--- src/dci_pkg.sv ---
package dci_pkg;

  localparam logic [7:0] DCI_ADDR_LOW  = 8'hfb;
  localparam logic [7:0] DCI_ADDR_HIGH = 8'hfc;
  localparam logic [7:0] DCI_ADDR_CTRL = 8'hfd;

  localparam logic [7:0] DCI_RST_LOW   = 8'h00;
  localparam logic [7:0] DCI_RST_HIGH  = 8'h00;
  localparam logic [7:0] DCI_RST_CTRL  = 8'h00;
  localparam logic [7:0] DCI_CTRL_MASK = 8'h1f;

  localparam int DCI_BIT_PIN   = 4;
  localparam int DCI_BIT_BYTE  = 3;
  localparam int DCI_BIT_RANGE = 2;
  localparam int DCI_BIT_CLRN  = 1;
  localparam int DCI_BIT_PWR   = 0;

  localparam int DCI_CODE_W = 12;

  typedef struct packed {
    logic       wr;
    logic       rd;
    logic [7:0] addr;
    logic [7:0] wdata;
  } dci_sfr_req_t;

  typedef struct packed {
    logic [11:0] code;
    logic        pin_alt;
    logic        range_supply;
    logic        power_down;
    logic        out_hiz;
  } dci_conv_t;

endpackage : dci_pkg

--- src/dci_code_form.sv ---
`timescale 1ns/1ps
module dci_code_form (
  // Data bytes and mode
  input  wire logic [7:0]  i_low,
  input  wire logic [7:0]  i_high,
  input  wire logic        i_byte_mode,
  // Formed code
  output logic      [11:0] o_code
);
  import dci_pkg::*;

  always_comb begin
    if (i_byte_mode) begin
      o_code = {i_low, 4'h0};
    end else begin
      o_code = {i_high[3:0], i_low};
    end
  end

endmodule : dci_code_form

--- src/dci_top.sv ---
`timescale 1ns/1ps
module dci_top (
  // Clock and reset
  input  wire logic                  i_clk,
  input  wire logic                  i_sys_rst,
  // Special-function register bus
  input  wire dci_pkg::dci_sfr_req_t i_sfr,
  output logic [7:0]                 o_sfr_rdata,
  // Converter controls
  output dci_pkg::dci_conv_t         o_conv
);
  import dci_pkg::*;

  // Code value that reset leaves behind, built from the data resets
  localparam logic [11:0] CODE_RST = {DCI_RST_HIGH[3:0], DCI_RST_LOW};

  // Bus decode
  logic        wr_low;
  logic        wr_high;
  logic        wr_ctrl;
  logic        rd_req;

  // Control register
  logic [7:0]  ctrl_q;
  logic [7:0]  ctrl_d;

  // Data registers
  logic [7:0]  low_q;
  logic [7:0]  low_d;
  logic [7:0]  high_q;
  logic [7:0]  high_d;
  logic        clear_n;

  // Converter code
  logic [11:0] code_q;
  logic [11:0] code_d;
  logic [11:0] formed;

  // Read data
  logic [7:0]  rdata_q;
  logic [7:0]  rdata_d;

  // Analog-side control flops
  logic        pin_q;
  logic        pin_d;
  logic        range_q;
  logic        range_d;
  logic        pdown_q;
  logic        pdown_d;
  logic        hiz_q;
  logic        hiz_d;

  function automatic logic hit(
    input dci_sfr_req_t r,
    input logic [7:0]   a
  );
    hit = r.addr == a;
  endfunction : hit

  // ---------------------------------------------------------------
  // Decode
  always_comb begin
    wr_low  = i_sfr.wr && hit(i_sfr, DCI_ADDR_LOW);
    wr_high = i_sfr.wr && hit(i_sfr, DCI_ADDR_HIGH);
    wr_ctrl = i_sfr.wr && hit(i_sfr, DCI_ADDR_CTRL);
    rd_req  = i_sfr.rd;
  end

  // ---------------------------------------------------------------
  // Control register
  always_comb begin
    ctrl_d = ctrl_q;
    if (wr_ctrl) begin
      // Reserved bits never store, so they always read back as zero
      ctrl_d = i_sfr.wdata & DCI_CTRL_MASK;
    end
  end

  always_ff @(posedge i_clk) begin
    if (i_sys_rst) begin
      ctrl_q <= DCI_RST_CTRL;
    end else begin
      ctrl_q <= ctrl_d;
    end
  end

  // ---------------------------------------------------------------
  // Data registers
  // The clear bit is taken from the next control value, so a write
  // that clears it empties the data in the same cycle.
  always_comb begin
    low_d   = low_q;
    high_d  = high_q;
    clear_n = ctrl_d[DCI_BIT_CLRN];
    if (wr_low) begin
      low_d = i_sfr.wdata;
    end
    if (wr_high) begin
      // Stored only; the code does not follow a high-byte write
      high_d = i_sfr.wdata;
    end
    if (!clear_n) begin
      low_d  = 8'h00;
      high_d = 8'h00;
    end
  end

  always_ff @(posedge i_clk) begin
    if (i_sys_rst) begin
      low_q  <= DCI_RST_LOW;
      high_q <= DCI_RST_HIGH;
    end else begin
      low_q  <= low_d;
      high_q <= high_d;
    end
  end

  // ---------------------------------------------------------------
  // Converter code
  // Code as it will stand once the pending low-byte write lands
  dci_code_form u_form (
    .i_low       (low_d),
    .i_high      (high_d),
    .i_byte_mode (ctrl_d[DCI_BIT_BYTE]),
    .o_code      (formed)
  );

  always_comb begin
    code_d = code_q;
    // Code moves on a low-byte write or on a forced clear of the data
    if (wr_low || !clear_n) begin
      code_d = formed;
    end
  end

  always_ff @(posedge i_clk) begin
    if (i_sys_rst) begin
      code_q <= CODE_RST;
    end else begin
      code_q <= code_d;
    end
  end

  // ---------------------------------------------------------------
  // Read data
  // Held until the next read so software can sample it at leisure
  always_comb begin
    rdata_d = rdata_q;
    if (rd_req) begin
      unique case (i_sfr.addr)
        DCI_ADDR_LOW:  rdata_d = low_q;
        DCI_ADDR_HIGH: rdata_d = high_q;
        DCI_ADDR_CTRL: rdata_d = ctrl_q;
        default:       rdata_d = 8'h00;
      endcase
    end
  end

  always_ff @(posedge i_clk) begin
    if (i_sys_rst) begin
      rdata_q <= 8'h00;
    end else begin
      rdata_q <= rdata_d;
    end
  end

  // ---------------------------------------------------------------
  // Analog-side controls
  // Kept in their own flops so every output leaves a register, with
  // no logic after the flops; the power bit is inverted ahead of the pdown and hiz flops.
  always_comb begin
    pin_d   = ctrl_d[DCI_BIT_PIN];
    range_d = ctrl_d[DCI_BIT_RANGE];
    pdown_d = !ctrl_d[DCI_BIT_PWR];
    hiz_d   = !ctrl_d[DCI_BIT_PWR];
  end

  always_ff @(posedge i_clk) begin
    if (i_sys_rst) begin
      pin_q   <= DCI_RST_CTRL[DCI_BIT_PIN];
      range_q <= DCI_RST_CTRL[DCI_BIT_RANGE];
      pdown_q <= !DCI_RST_CTRL[DCI_BIT_PWR];
      hiz_q   <= !DCI_RST_CTRL[DCI_BIT_PWR];
    end else begin
      pin_q   <= pin_d;
      range_q <= range_d;
      pdown_q <= pdown_d;
      hiz_q   <= hiz_d;
    end
  end

  // ---------------------------------------------------------------
  // Outputs
  assign o_sfr_rdata         = rdata_q;
  assign o_conv.code         = code_q;
  assign o_conv.pin_alt      = pin_q;
  assign o_conv.range_supply = range_q;
  assign o_conv.power_down   = pdown_q;
  assign o_conv.out_hiz      = hiz_q;

endmodule : dci_top
--- config.mk ---
export PLATFORM = sky130hd
export DESIGN_NAME = dci_top
export DESIGN_NICKNAME = d
export VERILOG_FILES = /design/src/dci_pkg.sv /design/src/dci_code_form.sv /design/src/dci_top.sv
export SDC_FILE = /design/constraint.sdc
export NUM_CORES = 1
export LEC_CHECK = 0
export BUFFER_PORTS_ARGS = -buffer_cell sky130_fd_sc_hd__buf_2
export CORE_ASPECT_RATIO = 1.75
export CORE_UTILIZATION = 53
export DETAILED_ROUTE_END_ITERATION = 10
export PLACE_DENSITY = 0.9
export SLEW_MARGIN = 15
export SYNTH_ARGS = -nofsm -noshare
export SYNTH_HDL_FRONTEND = slang
export SYNTH_SLANG_ARGS = --single-unit
--- constraint.sdc ---
create_clock -name i_clk -period 2.4 [get_ports i_clk]
set_input_delay 0.48 -clock i_clk [delete_from_list [all_inputs] [get_ports i_clk]]
set_output_delay 0.48 -clock i_clk [all_outputs]
set_load 0.05 [all_outputs]
==> impl_metrics.yaml, run 1 <==
clocking:
  cts.repair_timing.setup_buffer_count: 0
  ctsResizeCount: 0
  clkSlewWorstSetupHoldPaths_ps: 80
  ctsHoldBuffers: 0
  cts_tree: "done"
  cts-htree-levels: 2
  cts_sinks: 42
  clock-root-buffer: "sky130_fd_sc_hd__clkbuf_8"
  cts_buf_count: 5
  clkLatencyLatePin_ps: 300
  cts.path.max_buffers: 2
floorplan:
  placeableCoreArea_um2: 3400
  core.rowCount: 28
  initial_core_util_pct: 55.9
  die_area_um2: 3830
  num_io_pins: 44
  die_h_um: 81.2
  chipWidth_um: 47.2
synthesis:
  muxShareOfSynthArea_pct: 8.64
  synth-compound-area-share_pct: 19.2
  syn_nets: 234
  synth_enable_flop_cells: 0
  post_synth_inst_count: 214
  synth-main-ff-cell: "sky130_fd_sc_hd__dfxtp_1"
  synth.cells.most_frequent: "sky130_fd_sc_hd__dfxtp_1 (42), sky130_fd_sc_hd__nor2_1 (22), sky130_fd_sc_hd__a21oi_1 (18), sky130_fd_sc_hd__nand2_1 (17), sky130_fd_sc_hd__inv_1 (16)"
  synth-seq-cells: 42
  synth-simple-area-share_pct: 20.6
  synth_top_family_by_area: "simple AND/OR/NAND/NOR gates"
  yosys.area_share.xor_xnor_pct: 0
  syn_area_um2: 1900
  avgSynthCellArea_um2: 8.87
  post-synth-top-count-cell: "sky130_fd_sc_hd__dfxtp_1"
  synth.distinct_cells: 41
  yosys_warnings: 0
  synth_largest_type_area_fraction_pct: 44.3
  postSynth.asyncResetShare_pct: 0
  synth_top_cell_by_area: "sky130_fd_sc_hd__dfxtp_1"
  yosysSeqAreaShare_pct: 44.3
  synth_adder_area_share_pct: 0
  top_cells_by_area_in_the_synthesized_netlist: "sky130_fd_sc_hd__dfxtp_1 (44%), sky130_fd_sc_hd__mux2i_1 (7.9%), sky130_fd_sc_hd__a21oi_1 (4.7%)"
run:
  drv.max_cap_violation_count: 0
worst_setup_path:
  critical_path_required_ps: 2590
  worstSetupEndpointType: "register"
  setup.worst_path.start_class: "input port"
  worst-path-max-fanout: 8
  worstRegToRegCells: 5
  endpoint_arrival_time_on_the_critical_path_ps: 2120
  path_class: "input port to register"
sta:
  layout_worst_path_cycle_share_pct: 80.4
  fin_crit_ps: 1930
  fin_skew_ps: 8.53
  final-setup-viol-count: 0
  post-route-worst-setup-slack_ps: 469
  tightestPinTransition_ps: 486
  setup_total_negative_slack_ps: 0
  rsz0062_at_grt: "false"
  hold_viol_final: 0
  timing.slew.headroom_pct: 67.6
  finalMaxSlewViolations: 0
  clock.fmax_mhz: 518
drt:
  dr_total_vias: 1712
  vias_per_cell: 5.63
  drtPass1Iterations: 4
  post_drt_wl_per_cell_um: 14.6
  detailedRoute.firstIterationViolations: 58
  post-route-drc-count: 0
  drt.antenna.violating_nets: 0
  postRouteWirelength_um: 4450
min_path:
  hold_path.class: "register to register"
  min_delay_path_depth: 2
placed_design:
  gp_congestion: 0.911
  dp_cells: 296
  placed_cell_area_um2: 2160
  pre_cts_slack_ps: 216
  port-buffer-count: 43
  dpl.hpwl_um: 3280
pwr:
  vdd_ir_drop_max_v: 0.000418
  p_leak_nw: 1.00
  powerDensity_nw_per_um2: 576
global_routing:
  first_global_vias: 1500
  grt.total_usage_pct: 26.2
  grt_max_degree: 17
  grt_pass1_wl_um: 7160
  gr-total-overflow: 0
  antenna_found_initial: 0
layout:
  number_of_standard_cells_in_the_final_layout_excluding_fillers: 304
  syn2layout_area_growth_pct: 19.4
  antenna_cells_inserted: 0
  final_cell_area_um2: 2270
  layout-drive-gt1-share_pct: 24.7
  design.final.nets: 278
run_status:
  run_status: "completed"
[kinds of logic after synthesis]
family,Yosys count
AO/OA/AOI/OAI,52
multiplexers,16
AND/OR/NAND/NOR,73
buffers and inverters,31
flip-flops,42
[placed cells by master (no fill, tap or decap), types with 3 or more instances in the layout]
cell type	n
sky130_fd_sc_hd__and2_1	5
sky130_fd_sc_hd__nor2_1	22
sky130_fd_sc_hd__o221a_1	4
sky130_fd_sc_hd__a22oi_1	8
sky130_fd_sc_hd__inv_1	16
sky130_fd_sc_hd__buf_2	43
sky130_fd_sc_hd__nand4_1	3
sky130_fd_sc_hd__o22ai_1	3
sky130_fd_sc_hd__a21o_1	7
sky130_fd_sc_hd__nand2_1	17
sky130_fd_sc_hd__mux2i_1	15
sky130_fd_sc_hd__clkbuf_8	5
sky130_fd_sc_hd__dfxtp_1	42
sky130_fd_sc_hd__a21oi_1	18
sky130_fd_sc_hd__buf_4	9
sky130_fd_sc_hd__nand3_1	6
sky130_fd_sc_hd__nand2b_1	6
[stage by stage]
stage	hold slack [ps]	utilization, %	power (mW)
2_1_floorplan	436	-	0.738
3_3_place_gp	438	63.5	0.772
3_5_place_dp	447	63.5	0.772
4_1_cts	457	66.7	1.30
5_1_grt	466	66.7	1.35
6_report	457	66.7	1.30
[per-layer routing]
metal / vias up / GRT usage [%] / wire (µm)
met2: 62 / 42.6 / 2340
met1: 803 / 32.1 / 1770
met3: 9 / 6.00 / 252
met4: 0 / 10.3 / 90
li1: 838 / - / -
met5: - / 0 / 0
[worst max-delay path, stage by stage]
cell and delay, ps:
sky130_fd_sc_hd__buf_2 120, sky130_fd_sc_hd__nand4b_4 210, sky130_fd_sc_hd__or4_1 650, sky130_fd_sc_hd__mux2i_1 310, sky130_fd_sc_hd__mux2i_1 120, sky130_fd_sc_hd__o221a_1 230
[flip-flops by register name, indices dropped and copies added (netlist names)]
| name | cells |
|---|---|
| code_q | 12 |
| high_q | 8 |
| low_q | 8 |
| o_sfr_rdata | 8 |
| ctrl_q | 5 |
| hiz_q | 1 |
[area by class of cell]
type | instances | area [µm²]
clock buffers | 7 | 76.3
clock inverters | 1 | 30.0
fillers | 290 | 1130
inverters | 16 | 60.1
multi-input cells | 141 | 920
flip-flops and latches | 42 | 841
well taps | 45 | 56.3
repair buffers | 52 | 283
[report_power, final]
part           internal (mW)  total, mW  switching, mW
Clock                  0.311      0.548          0.236
Combinational         0.0219     0.0599         0.0380
Sequential             0.696      0.696       0.000168
Total                   1.03       1.30          0.275
[final timing paths]
| check | start | to | slack (ps) |
|---|---|---|---|
| worst max-delay path | i_sfr[9] | code_q[10]$_SDFFE_PP0P_ | 470 |
| worst min-delay path | high_q[5]$_SDFFE_PP0P_ | high_q[5]$_SDFFE_PP0P_ | 460 |
| worst max register to register | ctrl_q[1]$_SDFF_PP0_ | code_q[5]$_SDFFE_PP0P_ | 930 |
| worst min register to register | high_q[5]$_SDFFE_PP0P_ | high_q[5]$_SDFFE_PP0P_ | 460 |
No activity file was read; power rests on OpenSTA's default activity.
==> run 2, diff against run 1 <==
- CORE_UTILIZATION: 53 -> 48
- PLACE_DENSITY: 0.9 -> 0.86
- clock period: 2.4 -> 1.65 ns (I/O delays scaled with it)
==> impl_metrics.yaml, run 2 (synthesis results as in run 1) <==
floorplan:
  num_io_pins: 44
  initial_core_util_pct: 51.3
  die_h_um: 85.2
  placeableCoreArea_um2: 3700
  core.rowCount: 29
  die_area_um2: 4220
  chipWidth_um: 49.5
clocking:
  clkLatencyLatePin_ps: 300
  cts_tree: "done"
  cts-htree-levels: 2
  cts_sinks: 42
  cts_buf_count: 5
  clock-root-buffer: "sky130_fd_sc_hd__clkbuf_8"
  clkSlewWorstSetupHoldPaths_ps: 80
  cts.path.max_buffers: 2
  ctsHoldBuffers: 0
layout:
  number_of_standard_cells_in_the_final_layout_excluding_fillers: 331
  regMostFlops: "code_q"
  largest_register_ffs: 12
  design.final.nets: 304
  layout-drive-gt1-share_pct: 33.3
  syn2layout_area_growth_pct: 32.0
  fill_cells: 313
  antenna_cells_inserted: 0
  final_common_cell: "sky130_fd_sc_hd__dfxtp_1"
  finalCoreUtilization_pct: 67.7
  commonest_non_fill_non_tap_cells_in_the_layout: "sky130_fd_sc_hd__dfxtp_1 (42), sky130_fd_sc_hd__buf_2 (41), sky130_fd_sc_hd__buf_4 (32)"
global_routing:
  grt_pass1_wl_um: 7780
  first_global_vias: 1725
  antenna_found_initial: 0
  grt.total_usage_pct: 24.0
  gr-total-overflow: 0
  grt_max_degree: 16
placed_design:
  pre_cts_slack_ps: -254
  port-buffer-count: 43
  dpl.hpwl_um: 3480
  dp_cells: 320
  gp_congestion: 0.838
pwr:
  total_power_mw: 1.79
  powerDensity_nw_per_um2: 713
  p_leak_nw: 1.13
  vdd_ir_drop_max_v: 0.000824
run_status:
  run_status: "completed"
drt:
  drt.antenna.violating_nets: 0
  detailedRoute.firstIterationViolations: 60
  postRouteWirelength_um: 4860
  post-route-drc-count: 0
  vias_per_cell: 5.48
  dr_total_vias: 1815
  post_drt_wl_per_cell_um: 14.7
  drtPass1Iterations: 4
worst_setup_path:
  path_class: "input port to register"
  r2r_setup_slack_ps: 220
  worst-path-max-fanout: 8
  setup.worst_path.start_class: "input port"
  critical_path_required_ps: 1840
  worstSetupEndpointType: "register"
  endpoint_arrival_time_on_the_critical_path_ps: 1800
run:
  drv.max_cap_violation_count: 0
sta:
  layout_worst_path_cycle_share_pct: 97.7
  post-route-worst-setup-slack_ps: 38.1
  hold_viol_final: 0
  final-setup-viol-count: 0
  fin_crit_ps: 1610
  timing.slew.headroom_pct: 74.0
  finalMaxSlewViolations: 0
  tightestPinTransition_ps: 391
  clock.fmax_mhz: 620
  fin_skew_ps: 9.02
min_path:
  hold_path.class: "input port to register"
==> run 2: changes by cell type in the layout (fill, tap and decap cells not counted), moves of 2 or more <==
cell,previous run,this run
sky130_fd_sc_hd__buf_2,43,41
sky130_fd_sc_hd__buf_6,0,3
sky130_fd_sc_hd__buf_12,0,2
sky130_fd_sc_hd__buf_4,9,32
==> run 2: repair_timing <==
action | in CTS | in global routing
resized for setup | 0 | 8
setup buffers | 0 | 2
endpoints found under the setup margin | 0 | 5
==> run 2: final timing paths <==
kind / from / to / depth (start not counted)
max: i_sfr[9] / code_q[11]$_SDFFE_PP0P_ / 7
min: i_sfr[7] / high_q[7]$_SDFFE_PP0P_ / 3
max reg2reg: ctrl_q[1]$_SDFF_PP0_ / code_q[0]$_SDFFE_PP0P_ / 6
min reg2reg: code_q[2]$_SDFFE_PP0P_ / code_q[2]$_SDFFE_PP0P_ / 2
==> run 2: stage by stage <==
stage / hold WS, ps / instance area (µm²) / setup TNS, ps
floorplan: 436 / 1920 / -1140
global placement: 442 / 2370 / -1600
detailed placement: 444 / 2370 / -2140
CTS: 305 / 2450 / 0
global route: 309 / 2500 / -19.9
finish: 306 / 2500 / 0
==> run 2: layer usage <==
metal / wire length [µm] / part of all wire, % / track usage (%)
met5: 0 / 0 / 0
met4: 113 / 2.3 / 9.09
met3: 258 / 5.3 / 5.20
met2: 2620 / 54 / 42.1
met1: 1870 / 38 / 27.8
==> run 2: report_power, final <==
part	leakage [nW]	switching [mW]	total (mW)	internal (mW)
clock	0.0452	0.354	0.653	0.299
combinational	0.747	0.0644	0.120	0.0555
sequential	0.338	0.000236	1.01	1.01
total	1.13	0.419	1.79	1.37
==> run 2: final cells by class <==
type	instances	area, µm²	share of cell area [%]
Clock inverter	2	13.8	0.549
Tap cell	46	57.6	2.30
Clock buffer	6	72.6	2.90
Multi-Input combinational cell	141	941	37.6
Sequential cell	42	841	33.6
Timing Repair Buffer	78	519	20.7
Inverter	16	60.1	2.40
==> run 2: worst max-delay path, cell delays in order <==
cell and delay, ps:
sky130_fd_sc_hd__buf_6 90, sky130_fd_sc_hd__nand4b_4 190, sky130_fd_sc_hd__or4_1 440, sky130_fd_sc_hd__buf_4 200, sky130_fd_sc_hd__mux2i_2 220, sky130_fd_sc_hd__mux2i_1 120, sky130_fd_sc_hd__o221a_1 220
==> run 3, diff against run 2 <==
==> constraint.sdc (replaced) <==
create_clock -name i_clk -period 1.65 [get_ports i_clk]
set_input_delay 0.2475 -clock i_clk [delete_from_list [all_inputs] [get_ports i_clk]]
set_output_delay 0.2475 -clock i_clk [all_outputs]
set_load 0.05 [all_outputs]
==> impl_metrics.yaml, run 3 (synthesis results as in run 1) <==
run_status:
  run_status: "completed"
clocking:
  cts.repair_timing.setup_buffer_count: 0
  clkSlewWorstSetupHoldPaths_ps: 80
  cts_sinks: 42
  ctsHoldBuffers: 0
  cts.path.max_buffers: 2
  clock-root-buffer: "sky130_fd_sc_hd__clkbuf_8"
  clkLatencyLatePin_ps: 300
  cts_tree: "done"
  cts-htree-levels: 2
  ctsResizeCount: 0
  cts_buf_count: 5
drt:
  post_drt_wl_per_cell_um: 15.3
  detailedRoute.firstIterationViolations: 54
  vias_per_cell: 5.57
  drt.antenna.violating_nets: 0
  post-route-drc-count: 0
  drtPass1Iterations: 5
  postRouteWirelength_um: 4930
  dr_total_vias: 1793
pwr:
  share_of_power_burned_in_combinational_logic_pct: 5.1
  p_sw_share_pct: 19.8
  powerDensity_nw_per_um2: 867
  power.switching_uw: 423
  total_power_mw: 2.13
  power_frac_clock_pct: 47.3
  seq_power_share_pct: 47.6
  cell_internal_pwr_mw: 1.71
  p_leak_nw: 1.11
  vdd_ir_drop_max_v: 0.000848
global_routing:
  gr-total-overflow: 0
  grt_pass1_wl_um: 8140
  globalRouteMet1Util_pct: 28.9
  grt.total_usage_pct: 25.6
  antenna_found_initial: 0
  grt_max_degree: 18
  grtUsageMet3_pct: 5.38
  grt_busiest_layer: "met2"
  global_route.usage.met2_pct: 44.8
  first_global_vias: 1727
floorplan:
  die_area_um2: 4220
  initial_core_util_pct: 51.3
  num_io_pins: 44
  placeableCoreArea_um2: 3700
  die_h_um: 85.2
  chipWidth_um: 49.5
  core.rowCount: 29
layout:
  layout-drive-gt1-share_pct: 30.1
  fill_cells: 313
  final_common_cell: "sky130_fd_sc_hd__buf_2"
  final_cell_area_um2: 2460
  largest_register_ffs: 12
  antenna_cells_inserted: 0
  multi_input_area_um2: 920
  design.final.nets: 295
  syn2layout_area_growth_pct: 29.4
  ff_latch_area_um2: 841
  regMostFlops: "code_q"
  commonest_non_fill_non_tap_cells_in_the_layout: "sky130_fd_sc_hd__buf_2 (43), sky130_fd_sc_hd__dfxtp_1 (42), sky130_fd_sc_hd__buf_4 (24)"
worst_setup_path:
  critical_path_required_ps: 1840
  endpoint_arrival_time_on_the_critical_path_ps: 1760
  worstSetupEndpointType: "register"
  setup.worst_path.start_class: "input port"
  path_class: "input port to register"
  worst-path-max-fanout: 8
placed_design:
  dpl.hpwl_um: 3580
  placed_cell_area_um2: 2310
  gp_congestion: 0.849
  port-buffer-count: 43
sta:
  clock.fmax_mhz: 637
  rsz0062_at_grt: "false"
  timing.slew.headroom_pct: 69.5
  hold_viol_final: 0
  finalMaxSlewViolations: 0
  fin_skew_ps: 5.61
  layout_worst_path_cycle_share_pct: 95.1
  fin_crit_ps: 1570
  final-setup-viol-count: 0
  tightestPinTransition_ps: 457
run:
  drv.max_cap_violation_count: 0
min_path:
  hold_path.class: "input port to register"
-- run 3: cell count changes in the layout (fill, tap and decap cells not counted), sizes merged --
cell	previous run	this run
buf	78	69
bufinv	0	2
clkinv	2	0
-- run 3: worst paths after layout --
kind	from	to	slack, ps	depth (start not counted)
worst min register to register	high_q[5]$_SDFFE_PP0P_	high_q[5]$_SDFFE_PP0P_	460	2
worst max-delay path	i_sfr[11]	code_q[8]$_SDFFE_PP0P_	80	7
worst min-delay path	i_sfr[3]	low_q[3]$_SDFF_PP0_	220	3
worst max register to register	ctrl_q[1]$_SDFF_PP0_	code_q[5]$_SDFFE_PP0P_	180	5
-- run 3: cell type report --
| class | instances | share of cell area, % |
|---|---|---|
| tap | 46 | 2.34 |
| sequential | 42 | 34.2 |
| multi-input combinational | 141 | 37.4 |
| timing repair buffer | 69 | 17.7 |
| clock inverter | 2 | 2.45 |
| clock buffer | 6 | 3.36 |
| inverter | 16 | 2.45 |
-- run 3: layer usage --
| metal | routed length, µm | up-vias |
|---|---|---|
| met4 | 139 | 0 |
| met3 | 233 | 16 |
| met2 | 2600 | 65 |
| met5 | 0 | - |
| met1 | 1960 | 840 |
| li1 | - | 872 |
-- run 3: power by group through the flow --
stage          clock network (mW)  logic, mW  registers, mW
6_report                     1.01      0.110           1.01
5_1_grt                      1.07      0.118           1.01
3_5_place_dp                    0      0.108           1.04
2_1_floorplan                   0     0.0383           1.04
4_1_cts                      1.01      0.109           1.01
3_3_place_gp                    0      0.106           1.04
-- run 3: critical path, stage by stage --
cell                      delay [ps]
sky130_fd_sc_hd__buf_2            90
sky130_fd_sc_hd__nand3_2         150
sky130_fd_sc_hd__or4_1           510
sky130_fd_sc_hd__buf_4           190
sky130_fd_sc_hd__mux2i_1         210
sky130_fd_sc_hd__mux2i_1         120
sky130_fd_sc_hd__o221a_1         230
-- run 3: metrics by stage --
step | instances | utilization (%) | worst slack (ps) | hold WS (ps) | setup TNS, ps
finish | 322 | 66.4 | 80.4 | 223 | 0
CTS | 322 | 66.4 | 87.0 | 216 | 0
floorplan | 214 | - | -111 | 367 | -364
detailed placement | 314 | 62.5 | -210 | 447 | -1200
global placement | 314 | 62.5 | -127 | 440 | -715
global route | 322 | 66.4 | 12.8 | 225 | 0
